<file path="src/logic/smc_consts.svh">
/*
 * Constants of the sleep mode controller: control bit positions, mode codes,
 * reset values, wake-source masks and timing counts.
 * Assumes a 250 MHz system clock; included by the package and every design module.
 */
`ifndef SMC_CONSTS_SVH
`define SMC_CONSTS_SVH

// ----------------------------------------------------------------------------
// Control register layout
// ----------------------------------------------------------------------------
`define SMC_CTRL_W 4
`define SMC_CTRL_SE_BIT 0
`define SMC_CTRL_MODE_LSB 1
`define SMC_CTRL_MODE_MSB 3
`define SMC_CTRL_RESET 4'h0

// ----------------------------------------------------------------------------
// Sleep mode codes
// ----------------------------------------------------------------------------
`define SMC_MODE_IDLE 3'h0
`define SMC_MODE_QUIET 3'h1
`define SMC_MODE_PDOWN 3'h2
`define SMC_MODE_PSAVE 3'h3
`define SMC_MODE_POFF 3'h4

// ----------------------------------------------------------------------------
// Wake-source masks, one bit per field of the wake struct
// ----------------------------------------------------------------------------
`define SMC_WAKE_W 11
`define SMC_MASK_IDLE 11'h3FF
`define SMC_MASK_QUIET 11'h1FF
`define SMC_MASK_PSAVE 11'h0BF
`define SMC_MASK_PDOWN 11'h01E
`define SMC_MASK_POFF 11'h400
`define SMC_MASK_NONE 11'h000

// ----------------------------------------------------------------------------
// Timing
// ----------------------------------------------------------------------------
`define SMC_CLK_PERIOD_NS 4
`define SMC_STARTUP_NS 1000
`define SMC_STARTUP_CYC ((`SMC_STARTUP_NS + `SMC_CLK_PERIOD_NS - 1) / `SMC_CLK_PERIOD_NS)
`define SMC_WAKE_HALT_CYC 4
`define SMC_OFF_WINDOW_CYC 4
`define SMC_TMR_W 12

`endif

</file>
<file path="src/logic/smc_pkg.sv">
/*
 * Types of the sleep mode controller: modes, states and signal bundles.
 * Assumes smc_consts.svh is on the include path.
 */
`include "smc_consts.svh"

package smc_pkg;

    // ------------------------------------------------------------------------
    // Mode and state encodings
    // ------------------------------------------------------------------------
    typedef enum logic [2:0] {
        SMC_IDLE = `SMC_MODE_IDLE,
        SMC_QUIET = `SMC_MODE_QUIET,
        SMC_PDOWN = `SMC_MODE_PDOWN,
        SMC_PSAVE = `SMC_MODE_PSAVE,
        SMC_POFF = `SMC_MODE_POFF
    } smc_mode_t;

    typedef enum logic [5:0] {
        ST_ACTIVE = 6'h01,
        ST_SLEEP = 6'h02,
        ST_START = 6'h04,
        ST_HALT = 6'h08,
        ST_OFF = 6'h10,
        ST_SPARE = 6'h20
    } smc_state_t;

    // ------------------------------------------------------------------------
    // Bundles: wake requests (MSB first), domain enables and control register
    // ------------------------------------------------------------------------
    typedef struct packed {
        logic charger_connect;
        logic other_io;
        logic vadc_done;
        logic charge_counter_converter;
        logic store_ready;
        logic wakeup_timer;
        logic watchdog_timer;
        logic smbus_match;
        logic external_irq;
        logic protection;
        logic regular_current_wakeup;
    } smc_wake_t;

    typedef struct packed {
        logic cpu_clock;
        logic flash_clock;
        logic io_clock;
        logic fast_rc_osc;
        logic async_osc;
        logic ultra_low_power_osc;
        logic smbus_full;
        logic smbus_wake_only;
        logic voltage_adc;
        logic charge_counter_converter;
        logic wakeup_timer;
        logic watchdog_timer;
        logic protection;
        logic external_irq;
        logic cpu_power;
        logic charger_detector;
    } smc_gates_t;

    typedef struct packed {
        logic [2:0] mode;
        logic sleep_enable;
    } smc_ctrl_t;

endpackage

</file>
<file path="src/logic/smc_sleep_ctrl.sv">
/*
 * Sleep mode controller: control register, sleep entry, domain gating,
 * wake filtering, start-up wait, post-wake halt and power-off handling.
 * Assumes the CPU core pulses sleep_instr when it executes a sleep
 * instruction and writes the control register through ctrl_wr.
 */
`timescale 1ns/1ns
`include "smc_consts.svh"

module smc_sleep_ctrl #(
    parameter int STARTUP_CYC = `SMC_STARTUP_CYC,
    parameter int HALT_CYC = `SMC_WAKE_HALT_CYC,
    parameter int OFF_WINDOW_CYC = `SMC_OFF_WINDOW_CYC
) (
    input wire logic clk_sys, // System clock, 250 MHz.
    input wire logic rstn, // Asynchronous reset, active low.
    input wire logic ctrl_wr, // Control register write strobe.
    input smc_pkg::smc_ctrl_t ctrl_wdata, // Control register write data.
    output smc_pkg::smc_ctrl_t ctrl_rdata, // Control register contents.
    input wire logic sleep_instr, // Sleep instruction executed.
    input smc_pkg::smc_wake_t wake_req, // Enabled wake requests.
    input wire logic discharge_fet_on, // Discharge FET is conducting.
    input wire logic short_prot_cfg, // Short-circuit protection enabled by software.
    output smc_pkg::smc_gates_t gates, // Clock, oscillator and power enables.
    output logic short_prot_en, // Short-circuit protection running.
    output logic cpu_stall, // CPU must not execute.
    output logic wake_irq, // Pulse: run the wake interrupt handler.
    output logic reset_req, // Pulse: full reset on return from power-off.
    output logic retain_ok, // Register file and SRAM contents valid.
    output smc_pkg::smc_state_t state // Sequencer state.
);
    import smc_pkg::*;

    localparam int TW = `SMC_TMR_W;
    localparam logic [TW-1:0] START_LOAD = TW'(STARTUP_CYC - 1);
    localparam logic [TW-1:0] HALT_LOAD = TW'(HALT_CYC - 1);
    localparam logic [2:0] WIN_LOAD = 3'(OFF_WINDOW_CYC);

    // ------------------------------------------------------------------------
    // Registers and internal signals
    // ------------------------------------------------------------------------
    smc_ctrl_t ctrl_ff;
    smc_state_t state_ff, nxt_state;
    smc_mode_t mode_ff, nxt_mode;
    smc_gates_t gates_ff;
    logic [2:0] win_ff;
    logic stall_ff;
    logic irq_ff;
    logic rst_req_ff;
    logic retain_ff;
    logic short_ff;
    logic wake_hit;
    logic tmr_load;
    logic [TW-1:0] tmr_val;
    logic tmr_done;
    logic sleep_ok;
    logic win_open;

    // ------------------------------------------------------------------------
    // Domain enables for a given state and mode
    // ------------------------------------------------------------------------
    // While halted after wake the active clocks already run; only the stall
    // holds the CPU, so the handler starts the cycle the halt ends.
    function automatic smc_gates_t gates_for(input smc_state_t s, input smc_mode_t m);
        smc_gates_t g;
        g = '0;
        g.cpu_power = 1'b1;
        g.ultra_low_power_osc = 1'b1;
        g.watchdog_timer = 1'b1;
        g.protection = 1'b1;
        g.external_irq = 1'b1;
        case (s)
            ST_ACTIVE, ST_HALT: begin
                g.cpu_clock = 1'b1;
                g.flash_clock = 1'b1;
                g.io_clock = 1'b1;
                g.fast_rc_osc = 1'b1;
                g.async_osc = 1'b1;
                g.smbus_full = 1'b1;
                g.voltage_adc = 1'b1;
                g.charge_counter_converter = 1'b1;
                g.wakeup_timer = 1'b1;
            end
            ST_START: begin
                // Oscillators restart and settle before any clock is released.
                g.fast_rc_osc = 1'b1;
                g.async_osc = 1'b1;
                g.smbus_wake_only = 1'b1;
                g.charge_counter_converter = (m == SMC_PSAVE);
                g.wakeup_timer = (m == SMC_PSAVE);
            end
            ST_SLEEP: begin
                case (m)
                    SMC_IDLE: begin
                        g.io_clock = 1'b1;
                        g.fast_rc_osc = 1'b1;
                        g.async_osc = 1'b1;
                        g.smbus_full = 1'b1;
                        g.voltage_adc = 1'b1;
                        g.charge_counter_converter = 1'b1;
                        g.wakeup_timer = 1'b1;
                    end
                    SMC_QUIET: begin
                        g.fast_rc_osc = 1'b1;
                        g.async_osc = 1'b1;
                        g.smbus_wake_only = 1'b1;
                        g.voltage_adc = 1'b1;
                        g.charge_counter_converter = 1'b1;
                        g.wakeup_timer = 1'b1;
                    end
                    SMC_PSAVE: begin
                        g.async_osc = 1'b1;
                        g.smbus_wake_only = 1'b1;
                        g.charge_counter_converter = 1'b1;
                        g.wakeup_timer = 1'b1;
                    end
                    SMC_PDOWN: begin
                        g.smbus_wake_only = 1'b1;
                    end
                    default: begin
                        g = '0;
                    end
                endcase
            end
            ST_OFF: begin
                g = '0;
                g.charger_detector = 1'b1;
            end
            default: begin
                g = '0;
            end
        endcase
        return g;
    endfunction

    // ------------------------------------------------------------------------
    // Helpers
    // ------------------------------------------------------------------------
    smc_wake_select u_wake (
        .mode(mode_ff),
        .req(wake_req),
        .hit(wake_hit)
    );

    smc_cycle_timer #(.W(TW)) u_tmr (
        .clk_sys(clk_sys),
        .rstn(rstn),
        .load(tmr_load),
        .load_val(tmr_val),
        .expired(tmr_done)
    );

    // Power-off is reachable only inside the window after the arming write.
    assign win_open = (win_ff != 3'h0);
    // Reserved codes are ignored: the instruction then behaves as a no-op.
    assign sleep_ok = sleep_instr && ctrl_ff.sleep_enable
        && (ctrl_ff.mode <= `SMC_MODE_POFF)
        && ((ctrl_ff.mode != `SMC_MODE_POFF) || win_open);

    // ------------------------------------------------------------------------
    // Sequencer next state
    // ------------------------------------------------------------------------
    always_comb begin
        nxt_state = state_ff;
        nxt_mode = mode_ff;
        tmr_load = 1'b0;
        tmr_val = HALT_LOAD;
        case (state_ff)
            ST_ACTIVE: begin
                if (sleep_ok) begin
                    nxt_mode = smc_mode_t'(ctrl_ff.mode);
                    nxt_state = (ctrl_ff.mode == `SMC_MODE_POFF) ? ST_OFF : ST_SLEEP;
                end
            end
            ST_SLEEP: begin
                if (wake_hit) begin
                    tmr_load = 1'b1;
                    if (mode_ff == SMC_PSAVE || mode_ff == SMC_PDOWN) begin
                        tmr_val = START_LOAD;
                        nxt_state = ST_START;
                    end else begin
                        nxt_state = ST_HALT;
                    end
                end
            end
            ST_START: begin
                if (tmr_done) begin
                    tmr_load = 1'b1;
                    nxt_state = ST_HALT;
                end
            end
            ST_HALT: begin
                if (tmr_done) begin
                    nxt_state = ST_ACTIVE;
                end
            end
            ST_OFF: begin
                if (wake_req.charger_connect) begin
                    nxt_state = ST_ACTIVE;
                end
            end
            default: begin
                nxt_state = ST_ACTIVE;
            end
        endcase
    end

    // ------------------------------------------------------------------------
    // Sequencer state and output registers
    // ------------------------------------------------------------------------
    always_ff @(posedge clk_sys or negedge rstn) begin
        if (!rstn) begin
            state_ff <= ST_ACTIVE;
            mode_ff <= SMC_IDLE;
        end else begin
            state_ff <= nxt_state;
            mode_ff <= nxt_mode;
        end
    end

    // Enables are registered from the next state so they change with it.
    always_ff @(posedge clk_sys or negedge rstn) begin
        if (!rstn) begin
            gates_ff <= gates_for(ST_ACTIVE, SMC_IDLE);
            stall_ff <= 1'b0;
        end else begin
            gates_ff <= gates_for(nxt_state, nxt_mode);
            stall_ff <= (nxt_state != ST_ACTIVE);
        end
    end

    // Handler request as the halt ends; reset request as power returns.
    always_ff @(posedge clk_sys or negedge rstn) begin
        if (!rstn) begin
            irq_ff <= 1'b0;
            rst_req_ff <= 1'b0;
        end else begin
            irq_ff <= (state_ff == ST_HALT) && tmr_done;
            rst_req_ff <= (state_ff == ST_OFF) && wake_req.charger_connect;
        end
    end

    // Contents are lost once CPU power is removed and stay invalid until
    // the reset that follows power-off has been issued.
    always_ff @(posedge clk_sys or negedge rstn) begin
        if (!rstn) begin
            retain_ff <= 1'b1;
        end else if (nxt_state == ST_OFF) begin
            retain_ff <= 1'b0;
        end else if (rst_req_ff) begin
            retain_ff <= 1'b1;
        end
    end

    // Short-circuit sensing follows the discharge FET to save current.
    always_ff @(posedge clk_sys or negedge rstn) begin
        if (!rstn) begin
            short_ff <= 1'b0;
        end else begin
            short_ff <= short_prot_cfg && discharge_fet_on && nxt_state != ST_OFF;
        end
    end

    // ------------------------------------------------------------------------
    // Control register and power-off window
    // ------------------------------------------------------------------------
    // A software write in the cycle the window closes wins over the
    // auto-clear, so the fresh value is never lost.
    always_ff @(posedge clk_sys or negedge rstn) begin
        if (!rstn) begin
            ctrl_ff <= `SMC_CTRL_RESET;
        end else if (ctrl_wr) begin
            ctrl_ff <= ctrl_wdata;
        end else if (rst_req_ff) begin
            ctrl_ff <= `SMC_CTRL_RESET;
        end else if (win_ff == 3'h1) begin
            ctrl_ff <= `SMC_CTRL_RESET;
        end
    end

    always_ff @(posedge clk_sys or negedge rstn) begin
        if (!rstn) begin
            win_ff <= 3'h0;
        end else if (ctrl_wr && ctrl_wdata.sleep_enable
                     && ctrl_wdata.mode == `SMC_MODE_POFF) begin
            win_ff <= WIN_LOAD;
        end else if (win_ff != 3'h0) begin
            win_ff <= win_ff - 3'h1;
        end
    end

    // ------------------------------------------------------------------------
    // Outputs
    // ------------------------------------------------------------------------
    assign ctrl_rdata = ctrl_ff;
    assign gates = gates_ff;
    assign short_prot_en = short_ff;
    assign cpu_stall = stall_ff;
    assign wake_irq = irq_ff;
    assign reset_req = rst_req_ff;
    assign retain_ok = retain_ff;
    assign state = state_ff;
endmodule // smc_sleep_ctrl

</file>
<file path="src/logic/smc_cycle_timer.sv">
/*
 * Down counter shared by the start-up wait and the post-wake halt.
 * Assumes one clock and an active-low asynchronous reset.
 */
`timescale 1ns/1ns
`include "smc_consts.svh"

module smc_cycle_timer #(
    parameter int W = `SMC_TMR_W
) (
    input wire logic clk_sys, // System clock.
    input wire logic rstn, // Asynchronous reset, active low.
    input wire logic load, // Load pulse.
    input wire logic [W-1:0] load_val, // Cycles minus one.
    output logic expired // High while the count is zero.
);
    logic [W-1:0] cnt_ff;

    // Loading wins over counting so a back-to-back reload is never lost.
    always_ff @(posedge clk_sys or negedge rstn) begin
        if (!rstn) begin
            cnt_ff <= '0;
        end else if (load) begin
            cnt_ff <= load_val;
        end else if (cnt_ff != '0) begin
            cnt_ff <= cnt_ff - W'(1);
        end
    end

    assign expired = (cnt_ff == '0);
endmodule // smc_cycle_timer

</file>
<file path="src/logic/smc_wake_select.sv">
/*
 * Filters the wake requests through the set that a sleep mode accepts.
 * Assumes requests are already gated by their own interrupt enables.
 */
`timescale 1ns/1ns
`include "smc_consts.svh"

module smc_wake_select (
    input smc_pkg::smc_mode_t mode, // Mode being slept in.
    input smc_pkg::smc_wake_t req, // Raw wake requests.
    output logic hit // Some accepted source is requesting.
);
    import smc_pkg::*;

    // Mode to accepted-source mask; unknown codes accept nothing.
    function automatic logic [`SMC_WAKE_W-1:0] mask_of(input smc_mode_t m);
        case (m)
            SMC_IDLE: mask_of = `SMC_MASK_IDLE;
            SMC_QUIET: mask_of = `SMC_MASK_QUIET;
            SMC_PSAVE: mask_of = `SMC_MASK_PSAVE;
            SMC_PDOWN: mask_of = `SMC_MASK_PDOWN;
            SMC_POFF: mask_of = `SMC_MASK_POFF;
            default: mask_of = `SMC_MASK_NONE;
        endcase
    endfunction

    assign hit = |(mask_of(mode) & req);
endmodule // smc_wake_select

</file>
<file path="config.mk">
export PLATFORM = sky130hd
export DESIGN_NAME = smc_sleep_ctrl
export DESIGN_NICKNAME = d
export VERILOG_FILES = /design/src/logic/smc_pkg.sv /design/src/logic/smc_sleep_ctrl.sv /design/src/logic/smc_cycle_timer.sv /design/src/logic/smc_wake_select.sv
export VERILOG_INCLUDE_DIRS = /design/src /design/src/logic
export SDC_FILE = /design/constraint.sdc
export NUM_CORES = 1
export LEC_CHECK = 0
export BUFFER_PORTS_ARGS = -buffer_cell sky130_fd_sc_hd__buf_4
export CAP_MARGIN = 20
export CORE_ASPECT_RATIO = 1.1
export CORE_MARGIN = 2
export CORE_UTILIZATION = 54
export CTS_BUF_LIST = sky130_fd_sc_hd__clkbuf_16
export CTS_CLUSTER_SIZE = 12
export DETAILED_ROUTE_END_ITERATION = 10
export GPL_TIMING_DRIVEN = 0
export PLACE_DENSITY = 0.8
export SLEW_MARGIN = 20
export SYNTH_ARGS = -nofsm -noshare
export SYNTH_HDL_FRONTEND = slang
export SYNTH_HIERARCHICAL = 1
export SYNTH_SLANG_ARGS = --single-unit
</file>
<file path="constraint.sdc">
create_clock -name clk_sys -period 3.1 [get_ports clk_sys]
set_input_delay 0.31 -clock clk_sys [delete_from_list [all_inputs] [get_ports clk_sys]]
set_output_delay 0.31 -clock clk_sys [all_outputs]
set_load 0.03 [all_outputs]
</file>
# Yosys cells after proc, flatten, opt, wreduce, memory -nomap -nowiden

Cells that the tools add are included.

Equal/unequal tests: 23
Add/subtract/negate cells: 2
Multiplexer cells: 41
Bitwise logic cells: 1
Magnitude comparators: 1
Reduce and logical (&&, ||, !) cells: 27

Operator list:

| cell                  | number |
|---|---|
| $pmux 11 s5           | 1 |
| $mux 12               | 3 |
| $mux 6                | 5 |
| $pmux 6 s5            | 1 |
| $mux 4                | 4 |
| $mux 8                | 2 |
| $pmux 5 s3            | 1 |
| $eq 3x2->1 const B    | 4 |
| $eq 6x1->1 const B    | 2 |
| $eq 6x2->1 const B    | 2 |
| $eq 6x3->1 const B    | 2 |
| $eq 6x4->1 const B    | 2 |
| $eq 6x5->1 const B    | 2 |
| $logic_not 12->1      | 1 |
| $mux 3                | 4 |
| $reduce_bool 12->1    | 1 |
| $sub 12x1->12 const B | 1 |
| $and 11x11->11        | 1 |
| $reduce_or 11->1      | 1 |
| $mux 5                | 2 |
| $pmux 1 s2            | 5 |
| $eq 3x1->1 const B    | 3 |
| $eq 3x3->1 const B    | 3 |
| $logic_and 1x1->1     | 9 |
| other kinds (17)      | 33 |

Register bits after elaboration: 49
Bits of input ports: 21
Word-level logic and storage cells: 122
Output and inout bits: 31

# Longest topological paths before layout

Depth after elaboration: 9
Mapped depth: 11
Depth with buffers taken out: 10

# By module

The synthesis kept the hierarchy.

By module, submodules not included:

| module          | area an instance (sq um) | instances | cells each |
|---|---|---|---|
| smc_sleep_ctrl  | 1501.4                   | 1         | 145 |
| smc_cycle_timer | 748.2                    | 1         | 77 |
| smc_wake_select | 65.1                     | 1         | 10 |

# Worst setup path before layout

Ideal clock, no wire load.

Path type: reg2reg
Start: register u_tmr.cnt_ff[0]
End: register u_tmr.cnt_ff[9]
Required time: 2.950 ns
Buffers on the path: 2
Path slack: 0.630 ns
Stages on the path, launching flop included: 12
Library setup time: 0.150 ns
Arrival: 2.320 ns
Cell sequence: dfrtp_1 inv_1 ha_1 nor4b_2 and4b_1 buf_6 inv_1 o21ai_0 inv_1 clkbuf_1 o311ai_0 o311ai_1

Cells in the longest elaborated chain, start to end: 4

RTL lines:

| element                                      | line                  | text |
|---|---|---|
| from (decl)                                  | smc_cycle_timer.sv:17 | `logic [W-1:0] cnt_ff;` |
| from (signal assigned)                       | smc_cycle_timer.sv:24 | `cnt_ff <= load_val;` |
| from (signal assigned)                       | smc_cycle_timer.sv:26 | `cnt_ff <= cnt_ff - W'(1);` |
| $logic_not 12->1 (*)                         | smc_cycle_timer.sv:30 | `assign expired = (cnt_ff == '0);` |
| via tmr_done                                 | smc_sleep_ctrl.sv:55  | `logic tmr_done;` |
| $mux 1 (*)                                   | smc_sleep_ctrl.sv:187 | `if (tmr_done) begin` |
| $pmux 1 s2 (*)                               | smc_sleep_ctrl.sv:168 | `case (state_ff)` |
| via tmr_load                                 | smc_sleep_ctrl.sv:53  | `logic tmr_load;` |
| $mux 12 or $reduce_bool 2->1 (tied branches) | n/a                   |  |

Mark *: on every way through the listed nets, which the timed path passes. The rest lies on a longest branch. The select of a mux whose other input is x is not followed.
A chain may end at the register's enable or synchronous reset.

# Final worst setup path

Same ends and word-level chain as after synthesis.

==> results by group <==
Global routing
  – Vias in the first global route: 1854
  – Largest net degree at the start of global routing: 44
  – Total GRT Usage: 0.226
  – Met3 usage: 0.0509
  – First-pass GRT wire length: 8250 um
  – Global route overflow: 0
  – Busiest grt layer: met2
  – Initial antenna violation count: 0
  – Met1 usage: 0.267
  – M2 GR Usage: 0.402

Die
  – Die Y: 72.7 um
  – Die ar.: 0.00483 mm2
  – Initial Utilization: 0.571
  – FP Rows: 24
  – Die W: 66.4 um
  – Core area: 0.00405 mm2
  – Top Ports: 52

CTS
  – Later-pin clock latency in the skew report: 290 ps
  – Max H-tree Level: 2
  – CTS Hold Bufs: 0
  – CTS sink count: 43
  – Longest Clk Path Bufs: 2
  – Clock root cell: clkbuf_16
  – Num CTS Buffers: 5
  – CTS tree: done
  – CTS clk-pin slew, worst paths: 60 ps

Route
  – DRT iter0 DRCs: 83
  – DRT Wirelength: 4880 um
  – Average vias per placed instance: 5.43
  – DR WL/cell: 14.1 um
  – Via count: 1883
  – Router iterations before antenna repair: 4
  – Antenna-violating nets left: 0
  – DRC viols: 0

Worst setup path
  – Critical path fanouts, max: 13
  – Worst path arrival time: 2920 ps
  – Crit Path Class: reg -> reg
  – Setup crit end kind: flop
  – CP required: 3240 ps
  – Worst setup SP type: flop
  – Setup crit start: u_tmr/cnt_ff[0]
  – Worst reg2reg path startpoint: u_tmr/cnt_ff[0]

Pwr
  – Peak VDD IR: 0.424 mV
  – Leak: 1.33 nW
  – Pwr dens: 740 mW/mm2

Cells and area
  – Design area: 0.00291 mm2
  – Multi-input gate area: 0.00110 mm2
  – N_diodes: 0
  – Final core occ: 0.718
  – Nets: 320
  – Seq. cell area: 0.00109 mm2
  – Layout cells sized above 1: 0.315
  – Fill count: 315
  – Layout area overhead: 25.8%

Synthesis
  – Number of distinct library cells after synthesis: 62
  – Netlist Area Pre-Place: 0.00231 mm2
  – Synthesized instance count: 232
  – Syn avg cell area: 9.98 um2
  – Ys flop type: dfrtp_1
  – Yosys top cell by area: dfrtp_1
  – Yosys top cell area share: 0.357
  – Top cells by area, synth: dfrtp_1, dfstp_2, nand2_1
  – YS warnings: 6
  – Asr flop ratio synth: 1.00
  – Sequential-to-total area share from yosys stat: 0.470
  – Synthesized flop and latch total: 43
  – EDFF count, synth: 0

Status
  – Failing checks: hold timing
  – Status: finished, violations left

Placed design
  – IO Port Bufs: 50
  – Post-placement cell area: 0.00277 mm2
  – Dpl hpwl: 3640 um
  – Final GP Congestion: 0.827
  – Pre-CTS setup slack: 86.2 ps

STA
  – Number of setup violations in the final report: 0
  – Hold Slack: -0.243 ps
  – Setup repair after global routing missed its margin: false
  – Fin. Hold Viols: 2
  – Clk_skew: 3.92 ps
  – Fin Setup TNS: 0 ps
  – PnR worst setup slack: 328 ps
  – Slew @ Worst Pin: 704 ps
  – Worst rel slew slack: 0.527
  – Final worst-path cycle share: 0.894
  – Peak Freq: 361 MHz
  – Tmin final: 2770 ps
  – Final Slew Violations: 0

Job
  – Max-cap viol count: 0

Hold path
  – Hold Path Class: in -> async
repair_timing:
action,CTS,global route
setup endpoints to repair,0,6
setup buffers,0,0
hold endpoints to repair,0,0
resized for setup,0,1
metal layers:
| layer | part of all wire | vias to the layer above |
|---|---|---|
| li1 | - | 943 |
| met1 | 0.42 | 899 |
| met2 | 0.53 | 34 |
| met3 | 0.032 | 7 |
| met4 | 0.013 | 0 |
| met5 | 0 | - |
cell usage after synthesis, types with 2 or more instances:
| master | n |
|---|---|
| dfrtp_1 | 33 |
| nand2_1 | 24 |
| nor2_1 | 24 |
| inv_1 | 13 |
| o21ai_0 | 13 |
| dfstp_2 | 10 |
| a21oi_1 | 8 |
| buf_4 | 7 |
| o21ai_1 | 6 |
| ha_1 | 5 |
| nor2b_1 | 5 |
| o31ai_1 | 5 |
| nand3_1 | 4 |
| nand4b_1 | 4 |
| nor3b_1 | 4 |
| a2bb2oi_1 | 3 |
| clkbuf_1 | 3 |
| nor3_1 | 3 |
| nor4_1 | 3 |
| nor4_2 | 3 |
| xnor2_1 | 3 |
| buf_6 | 2 |
| conb_1 | 2 |
| nand2b_1 | 2 |
| nand2b_4 | 2 |
| o211ai_1 | 2 |
| o21a_1 | 2 |
| o311ai_0 | 2 |
| or3_1 | 2 |
flip-flops by register name, summed over array words and instances (netlist names):
register	cells
cpu_stall	1
u_tmr/cnt_ff	12
reset_req	1
mode_ff	3
state	6
gates	10
short_prot_en	1
wake_irq	1
ctrl_rdata	4
win_ff	3
retain_ok	1
layout make-up:
type                            instances  area share
Clock inverter                          3     0.00430
Inverter                               14      0.0180
Timing Repair Buffer                   50       0.129
Tap cell                               52      0.0223
Multi-Input combinational cell        167       0.378
Buffer                                 13      0.0314
Sequential cell                        43       0.374
Clock buffer                            5      0.0430
cells by family (layout without fill, tap and decap cells):
logic type / after synthesis / in the layout / share of synthesized area
mux: 3 / 3 / 0.0211
buf+inv: 27 / 85 / 0.0622
simple gates: 89 / 89 / 0.224
other cells: 2 / 7 / 0.00324
xor+xnor: 4 / 4 / 0.0151
fa+ha+maj: 5 / 5 / 0.0270
flops: 43 / 43 / 0.470
compound gates: 59 / 59 / 0.177
through the flow:
stage,std cells,hold slack (ps),power (mW)
floorplan,237,14.4,1.44
global placement,339,332,1.63
detailed placement,339,337,1.67
CTS,347,29.4,2.17
global route,347,54.3,2.30
finish,347,-0.243,2.15
path summary, 6_finish.rpt:
path	slack [ps]	cells past startpoint	to
min	-0.2	1	u_tmr/cnt_ff[3]
min reg2reg	480	2	retain_ok
max	330	11	u_tmr/cnt_ff[9]
max in group asynchronous	2710	1	gates[13]
max reg2reg	330	11	u_tmr/cnt_ff[9]
min in group clk_sys	240	3	ctrl_rdata[2]
power breakdown:
group          total (mW)  switching, mW  internal, mW  leakage (nW)
Sequential          0.892          0.163         0.729         0.518
Clock               0.496          0.205         0.291        0.0762
Combinational       0.765          0.421         0.344         0.739
Total                2.15          0.789          1.36          1.33
worst max-delay path, cell delays in order (launching register included):
cell      delay [ps]
dfrtp_1          400
inv_1            130
ha_1             230
nor4b_2          330
and4b_1          260
buf_6            160
inv_1             50
o21ai_1          390
inv_1            110
clkbuf_1         240
o311ai_0         180
o311ai_1         150
placed cells by master (no fill, tap or decap), types with 3 or more instances in the layout:
cell       netlist  routed
a21oi_1          8       8
a2bb2oi_1        3       3
buf_4            7      57
clkbuf_1         3       3
clkbuf_16        0       5
conb_1           2       7
dfrtp_1         33      33
dfstp_2         10      10
ha_1             5       5
inv_1           13      15
nand2_1         24      24
nand3_1          4       4
nand4b_1         4       4
nor2_1          24      24
nor2b_1          5       5
nor3_1           3       3
nor3b_1          4       4
nor4_1           3       3
nor4_2           3       3
o21ai_0         13      12
o21ai_1          6       7
o31ai_1          5       5
xnor2_1          3       3
(Power assumes the default switching activity.)
